$ cat src/inc/btvc_consts.vh
// constants of the key trigger block
`ifndef BTVC_CONSTS_VH
`define BTVC_CONSTS_VH
`define BTVC_CLK_HZ 25000000
`define BTVC_DEBOUNCE_MS 10
`define BTVC_DEBOUNCE_CYC ((`BTVC_CLK_HZ / 1000) * `BTVC_DEBOUNCE_MS)
`define BTVC_WAY_W 4
`define BTVC_WAY_INVALID 4'h0
`define BTVC_WAY_EDGE_REP 4'h1
`define BTVC_WAY_EDGE_NOREP 4'h2
`define BTVC_WAY_LVL_LOOP 4'h3
`define BTVC_WAY_LVL_ONCE 4'h4
`define BTVC_WAY_LVL_NOMAINT 4'h5
`define BTVC_WAY_PLAY_STOP 4'h6
`define BTVC_WAY_NEXT_STOP 4'h7
`define BTVC_WAY_PREV_STOP 4'h8
`define BTVC_WAY_NEXT_WRAP 4'h9
`define BTVC_WAY_PREV_WRAP 4'ha
`define BTVC_WAY_PAUSE 4'hb
`define BTVC_WAY_STOP 4'hc
`define BTVC_WAY_VOL_UP 4'hd
`define BTVC_WAY_VOL_DOWN 4'he
`define BTVC_PIECE_W 8
`define BTVC_PIECE_RST 8'h00
`endif

$ cat src/core/btvc_debounce.v
// synchroniser and debounce filter for one key input
`timescale 1ns/10ps
`include "btvc_consts.vh"
module btvc_debounce #(
    parameter CNT_MAX = `BTVC_DEBOUNCE_CYC
) (
    input wire clk_i,
    input wire rstn_i,
    input wire pin_i,
    output reg level_o
);
    reg sync1_q;
    reg sync2_q;
    reg [23:0] cnt_q;

    // pull-up idle: keys rest high
    always @(posedge clk_i or negedge rstn_i)
    begin
        if (!rstn_i)
        begin
            sync1_q <= 1'b1;
            sync2_q <= 1'b1;
            cnt_q <= 24'h000000;
            level_o <= 1'b1;
        end
        else
        begin
            sync1_q <= pin_i;
            sync2_q <= sync1_q;
            if (sync2_q == level_o)
                cnt_q <= 24'h000000;
            else if (cnt_q >= CNT_MAX[23:0] - 24'h000001)
            begin
                level_o <= sync2_q;
                cnt_q <= 24'h000000;
            end
            else
                cnt_q <= cnt_q + 24'h000001;
        end
    end
endmodule

$ cat src/core/btvc_key_trigger.v
// key trigger logic for a voice playback module
`timescale 1ns/10ps
`include "btvc_consts.vh"
module btvc_key_trigger #(
    parameter NKEYS = 4,
    parameter DEB_CYC = `BTVC_DEBOUNCE_CYC,
    parameter [7:0] LAST_PIECE = 8'hdb
) (
    input wire CLOCK_I,
    input wire RSTN_I,
    input wire [NKEYS-1:0] KEY_PIN_I,
    input wire [4*NKEYS-1:0] KEY_WAY_I,
    input wire [8*NKEYS-1:0] KEY_PIECE_I,
    input wire ONE_WIRE_MODE_I,
    input wire PLAY_DONE_I,
    output reg SERIAL_LINE_O,
    output reg PLAY_START_O,
    output reg PLAY_STOP_O,
    output reg PLAY_PAUSE_O,
    output reg [7:0] PLAY_PIECE_O,
    output reg VOL_UP_O,
    output reg VOL_DOWN_O,
    output reg BUSY_O
);
    // ------------------------------------------------------------
    // input filtering
    // ------------------------------------------------------------
    wire [NKEYS-1:0] lvl;
    reg [NKEYS-1:0] lvl_q;
    reg line_s1_q;
    reg line_s2_q;
    genvar g;
    generate
        for (g = 0; g < NKEYS; g = g + 1)
        begin : deb
            btvc_debounce #(.CNT_MAX(DEB_CYC)) u_deb (
                .clk_i(CLOCK_I),
                .rstn_i(RSTN_I),
                .pin_i(KEY_PIN_I[g]),
                .level_o(lvl[g])
            );
        end
    endgenerate

    // key four is masked in one-wire mode, its pin carries data
    function key_live;
        input integer k;
        input mode;
        begin
            key_live = !(mode && k == NKEYS - 1);
        end
    endfunction

    // ------------------------------------------------------------
    // playback state
    // ------------------------------------------------------------
    localparam ST_IDLE = 3'b001;
    localparam ST_PLAY = 3'b010;
    localparam ST_PAUSE = 3'b100;

    reg [2:0] st_q;
    reg [2:0] st_d;
    reg [7:0] piece_q;
    reg [7:0] piece_d;
    reg [3:0] owner_q;
    reg [3:0] owner_d;
    reg [NKEYS-1:0] once_done_q;
    reg [NKEYS-1:0] once_done_d;
    reg [NKEYS-1:0] toggle_q;
    reg [NKEYS-1:0] toggle_d;
    reg start_d;
    reg stop_d;
    reg pause_d;
    reg vup_d;
    reg vdn_d;
    reg [3:0] way;
    reg fall;
    reg low;
    reg rise;
    reg playing;
    reg mine;
    integer k;

    always @*
    begin
        st_d = st_q;
        piece_d = piece_q;
        owner_d = owner_q;
        once_done_d = once_done_q;
        toggle_d = toggle_q;
        start_d = 1'b0;
        stop_d = 1'b0;
        pause_d = 1'b0;
        vup_d = 1'b0;
        vdn_d = 1'b0;
        way = 4'h0;
        fall = 1'b0;
        low = 1'b0;
        rise = 1'b0;
        mine = 1'b0;
        playing = (st_q != ST_IDLE);
        // end of a pass: level modes decide whether to go again
        if (st_q == ST_PLAY && PLAY_DONE_I)
        begin
            st_d = ST_IDLE;
            k = owner_q;
            way = KEY_WAY_I[4*k +: 4];
            if (key_live(k, ONE_WIRE_MODE_I) && !lvl[k])
            begin
                if (way == `BTVC_WAY_LVL_LOOP ||
                    way == `BTVC_WAY_LVL_NOMAINT)
                begin
                    st_d = ST_PLAY;
                    start_d = 1'b1;
                end
            end
            if (way == `BTVC_WAY_PLAY_STOP)
                toggle_d[k] = 1'b0;
        end
        // lowest key wins when several act in one cycle
        for (k = NKEYS - 1; k >= 0; k = k - 1)
        begin
            way = KEY_WAY_I[4*k +: 4];
            fall = lvl_q[k] && !lvl[k];
            rise = !lvl_q[k] && lvl[k];
            low = !lvl[k];
            mine = playing && owner_q == k[3:0];
            if (rise)
                once_done_d[k] = 1'b0;
            if (key_live(k, ONE_WIRE_MODE_I))
            begin
                case (way)
                    `BTVC_WAY_EDGE_REP:
                        if (fall)
                        begin
                            st_d = ST_PLAY;
                            start_d = 1'b1;
                            owner_d = k[3:0];
                            piece_d = KEY_PIECE_I[8*k +: 8];
                        end
                    `BTVC_WAY_EDGE_NOREP:
                        if (fall && !playing)
                        begin
                            st_d = ST_PLAY;
                            start_d = 1'b1;
                            owner_d = k[3:0];
                            piece_d = KEY_PIECE_I[8*k +: 8];
                        end
                    `BTVC_WAY_LVL_LOOP, `BTVC_WAY_LVL_ONCE:
                        if (rise && mine)
                        begin
                            st_d = ST_IDLE;
                            stop_d = 1'b1;
                        end
                        else if (low && !once_done_q[k] && fall)
                        begin
                            st_d = ST_PLAY;
                            start_d = 1'b1;
                            owner_d = k[3:0];
                            piece_d = KEY_PIECE_I[8*k +: 8];
                            if (way == `BTVC_WAY_LVL_ONCE)
                                once_done_d[k] = 1'b1;
                        end
                    `BTVC_WAY_LVL_NOMAINT:
                        if (fall && !playing)
                        begin
                            st_d = ST_PLAY;
                            start_d = 1'b1;
                            owner_d = k[3:0];
                            piece_d = KEY_PIECE_I[8*k +: 8];
                        end
                    `BTVC_WAY_PLAY_STOP:
                        if (fall)
                        begin
                            toggle_d[k] = !toggle_q[k];
                            owner_d = k[3:0];
                            if (!toggle_q[k])
                            begin
                                st_d = ST_PLAY;
                                start_d = 1'b1;
                                piece_d = KEY_PIECE_I[8*k +: 8];
                            end
                            else
                            begin
                                st_d = ST_IDLE;
                                stop_d = 1'b1;
                            end
                        end
                    `BTVC_WAY_NEXT_STOP, `BTVC_WAY_NEXT_WRAP:
                        if (fall)
                        begin
                            st_d = ST_PLAY;
                            start_d = 1'b1;
                            owner_d = k[3:0];
                            if (piece_q != LAST_PIECE)
                                piece_d = piece_q + 8'h01;
                            else if (way == `BTVC_WAY_NEXT_WRAP)
                                piece_d = `BTVC_PIECE_RST;
                        end
                    `BTVC_WAY_PREV_STOP, `BTVC_WAY_PREV_WRAP:
                        if (fall)
                        begin
                            st_d = ST_PLAY;
                            start_d = 1'b1;
                            owner_d = k[3:0];
                            if (piece_q != `BTVC_PIECE_RST)
                                piece_d = piece_q - 8'h01;
                            else if (way == `BTVC_WAY_PREV_WRAP)
                                piece_d = LAST_PIECE;
                        end
                    `BTVC_WAY_PAUSE:
                        if (fall && st_q == ST_PLAY)
                        begin
                            st_d = ST_PAUSE;
                            pause_d = 1'b1;
                        end
                        else if (fall && st_q == ST_PAUSE)
                        begin
                            st_d = ST_PLAY;
                            pause_d = 1'b1;
                        end
                    `BTVC_WAY_STOP:
                        if (fall && playing)
                        begin
                            st_d = ST_IDLE;
                            stop_d = 1'b1;
                        end
                    `BTVC_WAY_VOL_UP:
                        vup_d = fall;
                    `BTVC_WAY_VOL_DOWN:
                        vdn_d = fall;
                    default:
                        ;
                endcase
            end
        end
    end

    // ------------------------------------------------------------
    // registers and outputs
    // ------------------------------------------------------------
    always @(posedge CLOCK_I or negedge RSTN_I)
    begin
        if (!RSTN_I)
        begin
            lvl_q <= {NKEYS{1'b1}};
            st_q <= ST_IDLE;
            piece_q <= `BTVC_PIECE_RST;
            owner_q <= 4'h0;
            once_done_q <= {NKEYS{1'b0}};
            toggle_q <= {NKEYS{1'b0}};
            line_s1_q <= 1'b1;
            line_s2_q <= 1'b1;
            SERIAL_LINE_O <= 1'b1;
            PLAY_START_O <= 1'b0;
            PLAY_STOP_O <= 1'b0;
            PLAY_PAUSE_O <= 1'b0;
            PLAY_PIECE_O <= `BTVC_PIECE_RST;
            VOL_UP_O <= 1'b0;
            VOL_DOWN_O <= 1'b0;
            BUSY_O <= 1'b0;
        end
        else
        begin
            lvl_q <= lvl;
            st_q <= st_d;
            piece_q <= piece_d;
            owner_q <= owner_d;
            once_done_q <= once_done_d;
            toggle_q <= toggle_d;
            // raw synced data; the serial decoder does its own timing
            line_s1_q <= KEY_PIN_I[NKEYS-1];
            line_s2_q <= line_s1_q;
            SERIAL_LINE_O <= ONE_WIRE_MODE_I ? line_s2_q : 1'b1;
            PLAY_START_O <= start_d;
            PLAY_STOP_O <= stop_d;
            PLAY_PAUSE_O <= pause_d;
            PLAY_PIECE_O <= piece_d;
            VOL_UP_O <= vup_d;
            VOL_DOWN_O <= vdn_d;
            BUSY_O <= (st_d != ST_IDLE);
        end
    end
endmodule

$ cat config.mk
export PLATFORM = sky130hd
export DESIGN_NAME = btvc_key_trigger
export DESIGN_NICKNAME = d
export VERILOG_FILES = /design/src/core/btvc_debounce.v /design/src/core/btvc_key_trigger.v
export VERILOG_INCLUDE_DIRS = /design/src /design/src/inc
export SDC_FILE = /design/constraint.sdc
export NUM_CORES = 1
export LEC_CHECK = 0
export BUFFER_PORTS_ARGS = -buffer_cell sky130_fd_sc_hd__buf_2
export CORE_MARGIN = 2
export CORE_UTILIZATION = 50
export DETAILED_ROUTE_END_ITERATION = 12
export HOLD_SLACK_MARGIN = 0.02
export PLACE_DENSITY = 0.71
export SETUP_SLACK_MARGIN = 0.15
export SLEW_MARGIN = 20
export SYNTH_ARGS = -nofsm -noshare
export SYNTH_HDL_FRONTEND = slang
export SYNTH_SLANG_ARGS = --single-unit
$ cat constraint.sdc
create_clock -name CLOCK_I -period 8.23 [get_ports CLOCK_I]
set_clock_uncertainty 0.15 [all_clocks]
set_input_delay 1.2345 -clock CLOCK_I [delete_from_list [all_inputs] [get_ports CLOCK_I]]
set_output_delay 1.2345 -clock CLOCK_I [all_outputs]
set_load 0.02 [all_outputs]
==> impl_metrics.env, run 1 <==
export IMPL_outcome="finished clean"
export IMPL_cts_clk_slew_worst_paths_ns=0.08
export IMPL_holdCritPathClass="register to register"
export IMPL_core_area_sq_um=22000
export IMPL_antenna_found_initial=0
export IMPL_htreeDepth=4
export IMPL_gp_congestion=1.03
export IMPL_yosys_warnings=0
export IMPL_avgViaCountPerCell=6.61
export IMPL_post_drt_wl_per_cell_um=22.6
export IMPL_ys_flop_type="dfrtp_1"
export IMPL_ctsResizeCount=0
export IMPL_slew_headroom_pct=25.6
export IMPL_grt_pass1_vias=10900
export IMPL_yosysUniqueCellTypes=94
export IMPL_comb_power_share_pct=29.3
export IMPL_vdd_drop_max_uv=156
export IMPL_arrival_ns=4.07
export IMPL_cp_end_kind="register"
export IMPL_die_y_um=154
export IMPL_seq_power_share_pct=35.3
export IMPL_p_int_w=0.00141
export IMPL_setup_viol=0
export IMPL_cts_buffers=17
export IMPL_pre_cts_ws_ns=4.04
export IMPL_period_needed_ns=3.92
export IMPL_grt_max_degree=80
export IMPL_diodes=0
export IMPL_syn_cell_area_sq_um=11200
export IMPL_rsz0062_at_grt="false"
export IMPL_synth_edf_count=0
export IMPL_yosys_area_top_type="dfrtp_1"
export IMPL_p_sw_share_pct=38.6
export IMPL_setup_slack_ns=4.31
export IMPL_final_hold_violation_count=0
export IMPL_avgSynthCellArea_sq_um=7.85
export IMPL_io_buffers=70
export IMPL_slew_violations=0
export IMPL_drv_cap=0
export IMPL_clock_latency_ns=0.43
export IMPL_p_clk_share_pct=35.4
export IMPL_wirelength_um=39700
export IMPL_crit_type="register to register"
export IMPL_cts_tree="done"
export IMPL_die_area_sq_um=23700
export IMPL_worst_pin_slew_ns=1.12
export IMPL_nets=1523
export IMPL_fmax_ghz=0.255
export IMPL_drt_iter0_markers=1477
export IMPL_wl_met2_um=17700
export IMPL_powerDensity_nw_per_um2=186
export IMPL_drive_gt1_share_pct=12.2
export IMPL_final_cell_mix="nor2_1 (177), nand2_1 (135), dfrtp_1 (124)"
export IMPL_required_ns=8.38
export IMPL_initial_core_util_pct=51.2
export IMPL_place_hpwl_um=28900
export IMPL_grt_pass1_wl_um=62200
export IMPL_via_count=11600
export IMPL_dr_pass1_iters=8
export IMPL_start_kind="register"
export IMPL_row_count=54
export IMPL_cts_root_buf="clkbuf_16"
export IMPL_ctsHoldBuffers=0
export IMPL_pin_count=71
export IMPL_drc_errors=0
export IMPL_final_common_cell="nor2_1"
export IMPL_cp_max_fo=18
export IMPL_gr_total_overflow=0
export IMPL_p_sw_w=0.000886
export IMPL_leakagePower_nw=4.88
export IMPL_whs_ns=0.206
export IMPL_cts_sinks=142
export IMPL_track_usage_pct=33.6
export IMPL_top_layer_used="met4"
export IMPL_ys_seq_area_share_pct=31.8
export IMPL_synth_seq_cells=142
export IMPL_async_flop_share_pct=100
export IMPL_final_setup_tns_ns=0
export IMPL_ys_top_cells_by_area="dfrtp_1 (28%), nor2_1 (5.9%), o21ai_0 (4.7%), nand2_1 (4.5%), dfstp_2 (4.2%)"
export IMPL_cts_max_path_buffers=2
export IMPL_area_growth_synth_to_final_pct=9.86
export IMPL_synth_top_area_share_pct=27.6
export IMPL_wl_met1_um=16500
export IMPL_syn_inst=1432
export IMPL_cts_setup_buffers=0
export IMPL_dr_wl_met3_um=4130
export IMPL_antenna_left=0
export IMPL_period_share_pct=47.6
export IMPL_die_x_um=154
[stage by stage]
step                      total power, W  utilization, %  instance area (sq um)  cells
after global placement           0.00146            53.4                  11700   1722
after floorplan                  0.00122               -                  11300   1455
after global routing             0.00239            56.2                  12300   1754
after detailed placement         0.00146            53.4                  11700   1722
final                            0.00230            56.2                  12300   1754
after CTS                        0.00228            56.2                  12300   1754
[critical path: stages, from the launching register on]
cell	delay, ns
dfrtp_1	0.67
nor4_1	0.67
nand2_1	0.52
o21ai_1	0.48
nor3_1	0.08
nor4_1	0.55
a211oi_1	0.15
a221oi_1	0.34
o31ai_1	0.15
[cells by family after synthesis]
kind of cell    synth area share (%)
compound gates                  25.7
xor+xnor                        6.00
fa+ha+maj                      0.668
buf+inv                         4.37
flops                           31.8
mux                             2.04
other cells                   0.0334
simple gates                    29.4
[final timing paths]
path,slack [ns],startpoint,cells after the start,end
max,4.31,piece_q[5],8,piece_q[5]
min,0.21,deb[1].u_deb.sync1_q,0,deb[1].u_deb.sync2_q
max reg2reg,4.31,piece_q[5],8,piece_q[5]
min reg2reg,0.21,deb[1].u_deb.sync1_q,0,deb[1].u_deb.sync2_q
max in group asynchronous,5.98,RSTN_I,2,deb[3].u_deb.cnt_q[19]
min in group asynchronous,0.67,RSTN_I,1,deb[0].u_deb.cnt_q[15]
[flip-flops by register name, summed over array words and instances, names as in the netlist, 3 cells and up]
| signal | cells |
|---|---|
| deb.u_deb.cnt_q | 96 |
| piece_q | 8 |
| deb.u_deb.level_o | 4 |
| deb.u_deb.sync1_q | 4 |
| deb.u_deb.sync2_q | 4 |
| lvl_q | 4 |
| once_done_q | 4 |
| owner_q | 4 |
| toggle_q | 4 |
| st_q | 3 |
[power groups by stage]
stage	logic [W]	registers (W)	clock network, W
after global placement	0.000644	0.000819	0
final	0.000674	0.000811	0.000812
after global routing	0.000715	0.000814	0.000857
after floorplan	0.000438	0.000783	0
after detailed placement	0.000642	0.000819	0
after CTS	0.000646	0.000806	0.000832
[area by class of cell]
class / count / area, sq um
inverter: 25 / 93.8
sequential: 142 / 3580
clock inverter: 14 / 179
clock buffer: 18 / 429
fill: 2067 / 9620
multi-input combinational: 1192 / 7260
timing repair buffer: 83 / 454
tap: 280 / 350
[metal layers]
| metal | global-route usage [%] | vias to the layer above |
|---|---|---|
| met5 | 0 | - |
| li1 | - | 5348 |
| met2 | 52.2 | 664 |
| met3 | 7.84 | 109 |
| met4 | 12.6 | 0 |
| met1 | 45.8 | 5471 |
[synth_stat cells (all sizes together), types with 9 or more instances]
master,count
nor2,178
nand2,135
dfrtp,124
o21ai,120
a21oi,85
clkbuf,60
nand3,60
and3,41
xor2,41
buf,36
xnor2,36
nor3,34
inv,25
a31oi,23
nor2b,22
nor4,22
nand2b,20
dfstp,18
nand4,18
nor3b,16
o22ai,16
a211oi,14
a21o,14
or4,14
o211ai,13
and2,12
o21a,12
or3b,12
o31ai,11
or2,11
a2111oi,10
a221oi,10
nor4b,10
nand3b,9
nor4bb,9
(Power assumes the default switching activity.)
==> run 2: changes to the inputs <==
--- a/config.mk
+++ b/config.mk
@@ -6,6 +6,7 @@
 export SDC_FILE = /design/constraint.sdc
 export NUM_CORES = 1
 export LEC_CHECK = 0
+export ABC_AREA = 1
 export BUFFER_PORTS_ARGS = -buffer_cell sky130_fd_sc_hd__buf_2
 export CORE_MARGIN = 2
 export CORE_UTILIZATION = 50
==> constraint.sdc (replaced) <==
create_clock -name CLOCK_I -period 3.65 [get_ports CLOCK_I]
set_clock_uncertainty 0.15 [all_clocks]
set_input_delay 0.5475 -clock CLOCK_I [delete_from_list [all_inputs] [get_ports CLOCK_I]]
set_output_delay 0.5475 -clock CLOCK_I [all_outputs]
set_load 0.02 [all_outputs]
==> impl_metrics.env, run 2 <==
export IMPL_gr_total_overflow=0
export IMPL_worstRegToRegCells=25
export IMPL_final_setup_tns_ns=0
export IMPL_start_kind="register"
export IMPL_die_area_sq_um=24400
export IMPL_final_cell_mix="nand2_1 (398), nor2_1 (273), inv_1 (234)"
export IMPL_outcome="finished clean"
export IMPL_htreeDepth=4
export IMPL_synth_compound_area_share_pct=17.7
export IMPL_core_area_sq_um=22700
export IMPL_regMostFlops="deb.u_deb.cnt_q"
export IMPL_cp_end_kind="register"
export IMPL_whs_ns=0.0613
export IMPL_ys_flop_type="dfrtp_1"
export IMPL_drv_cap=0
export IMPL_reg_top3="deb.u_deb.cnt_q (96), piece_q (8)"
export IMPL_slowest_stage="dfstp_2"
export IMPL_synth_most_common_cell="nand2_1"
export IMPL_cp_common_cell="nand2_1"
export IMPL_fmax_ghz=0.306
export IMPL_yosysUniqueCellTypes=69
export IMPL_holdCritPathClass="input port to register"
export IMPL_nets=2039
export IMPL_setup_viol=0
export IMPL_drc_errors=0
export IMPL_cts_clk_slew_worst_paths_ns=0.08
export IMPL_required_ns=3.86
export IMPL_cpPeakStageDelay_ns=0.62
export IMPL_wirelength_um=40800
export IMPL_cts_tree="done"
export IMPL_worst_pin_slew_ns=0.929
export IMPL_final_common_cell="nand2_1"
export IMPL_cts_buffers=17
export IMPL_area_growth_synth_to_final_pct=17.6
export IMPL_synth_top_area_share_pct=26.8
export IMPL_syn_cell_area_sq_um=11600
export IMPL_avgSynthCellArea_sq_um=6.40
export IMPL_gp_congestion=1.05
export IMPL_vdd_drop_max_uv=283
export IMPL_row_count=55
export IMPL_grt_pass1_wl_um=64100
export IMPL_initial_core_util_pct=51.0
export IMPL_largest_reg_flops=96
export IMPL_cts_max_path_buffers=2
export IMPL_synthSimpleGateAreaFrac_pct=39.2
export IMPL_yosys_warnings=0
export IMPL_yosys_area_top_type="dfrtp_1"
export IMPL_slew_headroom_pct=38.1
export IMPL_synth_xor_area_share_pct=1.51
export IMPL_cts_sinks=142
export IMPL_path_buf_inv=2
export IMPL_place_hpwl_um=31900
export IMPL_syn_inst=1810
export IMPL_leakagePower_nw=6.46
export IMPL_diodes=0
export IMPL_drt_iter0_markers=1168
export IMPL_ys_top_cells_by_area="dfrtp_1 (27%), nand2_1 (13%), nor2_1 (9.1%), inv_1 (7.7%), nand3_1 (5.7%)"
export IMPL_powerDensity_nw_per_um2=431
export IMPL_synth_adder_area_share_pct=0.649
export IMPL_cp_max_fo=5
export IMPL_dr_pass1_iters=6
export IMPL_async_flop_share_pct=100
export IMPL_arrival_ns=3.47
export IMPL_hold_path_startpoint="KEY_PIN_I[2]"
export IMPL_crit_type="register to register"
export IMPL_ys_top_cells_by_count="nand2_1 (405), nor2_1 (280), inv_1 (236)"
export IMPL_die_y_um=156
export IMPL_grt_pass1_vias=12200
export IMPL_via_count=13200
export IMPL_r2r_end="piece_q[1]"
export IMPL_grt_max_degree=72
export IMPL_synth_edf_count=0
export IMPL_rsz0062_at_grt="true"
export IMPL_cts_root_buf="clkbuf_16"
export IMPL_hold_end="deb[2].u_deb.sync1_q"
export IMPL_io_buffers=70
export IMPL_drive_gt1_share_pct=16.9
export IMPL_slew_violations=0
export IMPL_ys_seq_area_share_pct=30.9
export IMPL_synth_seq_cells=142
export IMPL_post_drt_wl_per_cell_um=17.9
export IMPL_critical_path_top_delay_family="simple AND/OR/NAND/NOR gates"
export IMPL_worstReg2RegStart="lvl_q[3]"
export IMPL_die_x_um=156
export IMPL_clock_latency_ns=0.44
export IMPL_pin_count=71
export IMPL_synth_top_family_by_area="simple AND/OR/NAND/NOR gates"
export IMPL_holdPathStages=1
export IMPL_rrSetupSlack_ns=0.39
export IMPL_muxShareOfSynthArea_pct=0
export IMPL_avgViaCountPerCell=5.81
export IMPL_antenna_left=0
export IMPL_track_usage_pct=33.9
export IMPL_antenna_found_initial=0
export IMPL_period_needed_ns=3.26
export IMPL_final_hold_violation_count=0
export IMPL_period_share_pct=89.4
[run 2: changes by cell type in the layout (fill, tap and decap cells not counted), sizes merged, moves of 22 or more]
cell and change:
nor2 +119, nor3 +23, nand3 +85, nand2 +291, xnor2 -26, and3 -32, xor2 -31, nor2b -22
buf +80, inv +227
[run 2: stage by stage]
stage / util, % / std cells / instance area, sq um / setup slack [ns] / total power [W]
6_report: 59.9 / 2275 / 13600 / 0.386 / 0.00587
5_1_grt: 59.9 / 2275 / 13600 / 0.0789 / 0.00616
4_1_cts: 58.9 / 2263 / 13400 / 0.226 / 0.00576
3_5_place_dp: 56.2 / 2230 / 12800 / 0.160 / 0.00392
3_3_place_gp: 56.2 / 2230 / 12800 / 0.193 / 0.00391
2_1_floorplan: - / 1833 / 11700 / 0.520 / 0.00309
[run 2: final cells by class]
type                       count  area, sq um
sequential                   142         3580
fill                        2249         9100
timing repair buffer         164         1080
clock inverter                15          176
inverter                     252          953
multi-input combinational   1400         7040
clock buffer                  17          425
tap                          285          357
[run 2: worst register-to-register path: cells and delay by family, from the launching register on]
kind | cells | cell delay (ns)
buffers and inverters | 2 | 0.23
AO/OA/AOI/OAI | 3 | 0.48
AND/OR/NAND/NOR | 20 | 1.71
flip-flops | 1 | 0.62
[run 2: logic make-up after synthesis]
family / count (synthesis)
simple gates: 1010
buf+inv: 291
xor+xnor: 20
flops: 142
compound gates: 340
other cells: 1
fa+ha+maj: 6
[run 2: how the worst max path moves through the flow]
stage / to / cells after the start / startpoint
6_report: piece_q[1] / 25 / lvl_q[3]
5_1_grt: piece_q[0] / 27 / deb[3].u_deb.level_o
4_1_cts: piece_q[4] / 21 / st_q[0]
3_5_place_dp: piece_q[1] / 26 / KEY_WAY_I[9]
3_3_place_gp: piece_q[4] / 25 / KEY_WAY_I[10]
2_1_floorplan: piece_q[3] / 28 / piece_q[0]
[run 2: metal layers]
metal	vias up	GRT usage (%)	wire length [um]
li1	6344	-	-
met1	6119	44.8	16600
met2	616	54.2	18500
met3	134	4.17	3280
met4	0	18.4	2360
met5	-	0	0
[run 2: where the power goes]
group          total [W]  internal, W  switching (W)
Combinational    0.00222     0.000751        0.00147
Sequential       0.00182      0.00167       0.000147
Clock            0.00183     0.000981       0.000846
Total            0.00587      0.00341        0.00246
[run 2: what timing repair did]
item	in CTS	in global routing
setup buffers	0	12
hold buffers	1	0
resized for setup	0	47
hold endpoints to repair	50	0
setup endpoints to repair	0	8
==> run 3: changes to the inputs <==
--- a/config.mk
+++ b/config.mk
@@ -6,8 +6,7 @@
 export SDC_FILE = /design/constraint.sdc
 export NUM_CORES = 1
 export LEC_CHECK = 0
-export ABC_AREA = 1
-export BUFFER_PORTS_ARGS = -buffer_cell sky130_fd_sc_hd__buf_2
+export BUFFER_PORTS_ARGS = -buffer_cell sky130_fd_sc_hd__buf_4
 export CORE_MARGIN = 2
 export CORE_UTILIZATION = 50
 export DETAILED_ROUTE_END_ITERATION = 12
==> impl_metrics.env, run 3 (synthesis gave the netlist of run 1 again) <==
export IMPL_core_area_sq_um=22000
export IMPL_cts_buffers=17
export IMPL_largest_reg_flops=96
export IMPL_cp_max_fo=12
export IMPL_slew_headroom_pct=38.3
export IMPL_cp_end_kind="register"
export IMPL_initial_core_util_pct=51.2
export IMPL_cts_sinks=142
export IMPL_required_ns=3.79
export IMPL_rsz0062_at_grt="false"
export IMPL_outcome="finished clean"
export IMPL_reg_top3="deb.u_deb.cnt_q (96), piece_q (8)"
export IMPL_row_count=54
export IMPL_worstReg2RegStart="piece_q[2]"
export IMPL_drt_iter0_markers=1348
export IMPL_pin_count=71
export IMPL_period_needed_ns=3.42
export IMPL_regMostFlops="deb.u_deb.cnt_q"
export IMPL_holdCritPathClass="input port to register"
export IMPL_final_setup_tns_ns=0
export IMPL_grt_pass1_wl_um=64600
export IMPL_drive_gt1_share_pct=16.0
export IMPL_rrSetupSlack_ns=0.23
export IMPL_place_hpwl_um=30300
export IMPL_cts_tree="done"
export IMPL_postPlaceCellArea_sq_um=12400
export IMPL_die_x_um=154
export IMPL_powerDensity_nw_per_um2=418
export IMPL_htreeDepth=4
export IMPL_cts_max_path_buffers=2
export IMPL_drc_errors=0
export IMPL_hold_end="deb[2].u_deb.sync1_q"
export IMPL_drv_cap=0
export IMPL_hold_path_startpoint="KEY_PIN_I[2]"
export IMPL_avgViaCountPerCell=6.69
export IMPL_grt_pass1_vias=11400
export IMPL_wirelength_um=41600
export IMPL_final_common_cell="nor2_1"
export IMPL_start_kind="register"
export IMPL_worst_pin_slew_ns=0.922
export IMPL_arrival_ns=3.56
export IMPL_cts_clk_slew_worst_paths_ns=0.07
export IMPL_io_buffers=70
export IMPL_gp_congestion=1.05
export IMPL_area_growth_synth_to_final_pct=16.1
export IMPL_diodes=0
export IMPL_worstRegToRegCells=8
export IMPL_clock_latency_ns=0.44
export IMPL_period_share_pct=93.6
export IMPL_slew_violations=0
export IMPL_antenna_found_initial=0
export IMPL_holdPathStages=1
export IMPL_final_cell_mix="nor2_1 (177), buf_4 (145), nand2_1 (135)"
export IMPL_dr_pass1_iters=6
export IMPL_antenna_left=0
export IMPL_leakagePower_nw=5.25
export IMPL_post_drt_wl_per_cell_um=22.9
export IMPL_fillerInstances=2046
export IMPL_vdd_drop_max_uv=287
export IMPL_final_hold_violation_count=0
export IMPL_grt_max_degree=77
export IMPL_via_count=12200
export IMPL_r2r_end="piece_q[7]"
export IMPL_gr_total_overflow=0
export IMPL_track_usage_pct=34.8
export IMPL_die_y_um=154
export IMPL_die_area_sq_um=23700
export IMPL_cts_root_buf="clkbuf_16"
export IMPL_setup_viol=0
export IMPL_nets=1588
export IMPL_post_route_cell_area_sq_um=13000
export IMPL_crit_type="register to register"
export IMPL_fmax_ghz=0.293
[run 3: metal layers]
metal / global-route usage [%] / up-vias / part of all wire (%)
met5: 0 / - / 0
met4: 16.9 / 0 / 5.2
met3: 6.48 / 160 / 9.9
met2: 52.9 / 796 / 43
met1: 48.0 / 5726 / 42
li1: - / 5483 / -
[run 3: worst max-delay path by stage]
stage	from	endpoint	slack [ns]	depth (start not counted)
6_report	piece_q[2]	piece_q[7]	0.23	8
2_1_floorplan	piece_q[0]	piece_q[1]	0.42	12
4_1_cts	piece_q[2]	piece_q[7]	0.30	8
3_5_place_dp	KEY_WAY_I[13]	BUSY_O	0.30	9
3_3_place_gp	KEY_WAY_I[12]	BUSY_O	0.25	9
5_1_grt	piece_q[2]	piece_q[7]	0.15	8
[run 3: where the power goes]
part	internal [W]	switching (W)	total, W
sequential	0.00165	0.000147	0.00180
clock	0.00105	0.000828	0.00187
combinational	0.000655	0.00113	0.00178
total	0.00335	0.00210	0.00546
[run 3: critical path, stage by stage (launching register included)]
cell and delay, ns:
dfrtp_1 0.56, or4_4 0.62, or4_1 0.43, a21oi_2 0.45, a21oi_1 0.13, or3_1 0.39
o221ai_1 0.23, a21oi_1 0.14, a2bb2oi_1 0.17
[run 3: per-stage QoR]
stage	instances	hold WS [ns]	total power (W)	worst slack [ns]	utilization (%)
2_1_floorplan	1455	0.102	0.00275	0.417	-
3_3_place_gp	1786	0.197	0.00351	0.249	56.5
3_5_place_dp	1786	0.197	0.00350	0.299	56.5
4_1_cts	1819	0.0530	0.00540	0.297	59.3
5_1_grt	1819	0.0551	0.00564	0.153	59.4
6_report	1819	0.0642	0.00546	0.232	59.4
[run 3: area by class of cell]
class | count | area [sq um] | area share [%]
clock buffers | 17 | 425 | 3.26
clock inverters | 15 | 195 | 1.50
inverters | 25 | 93.8 | 0.719
multi-input cells | 1192 | 7270 | 55.8
flip-flops and latches | 142 | 3580 | 27.4
well taps | 280 | 350 | 2.69
repair buffers | 148 | 1130 | 8.66
[run 3: what timing repair did]
action,in CTS,in global routing
gates resized for setup,0,2
endpoints found under the hold margin,29,0
endpoints found under the setup margin,0,2
buffers inserted,0,0
hold buffers,1,0
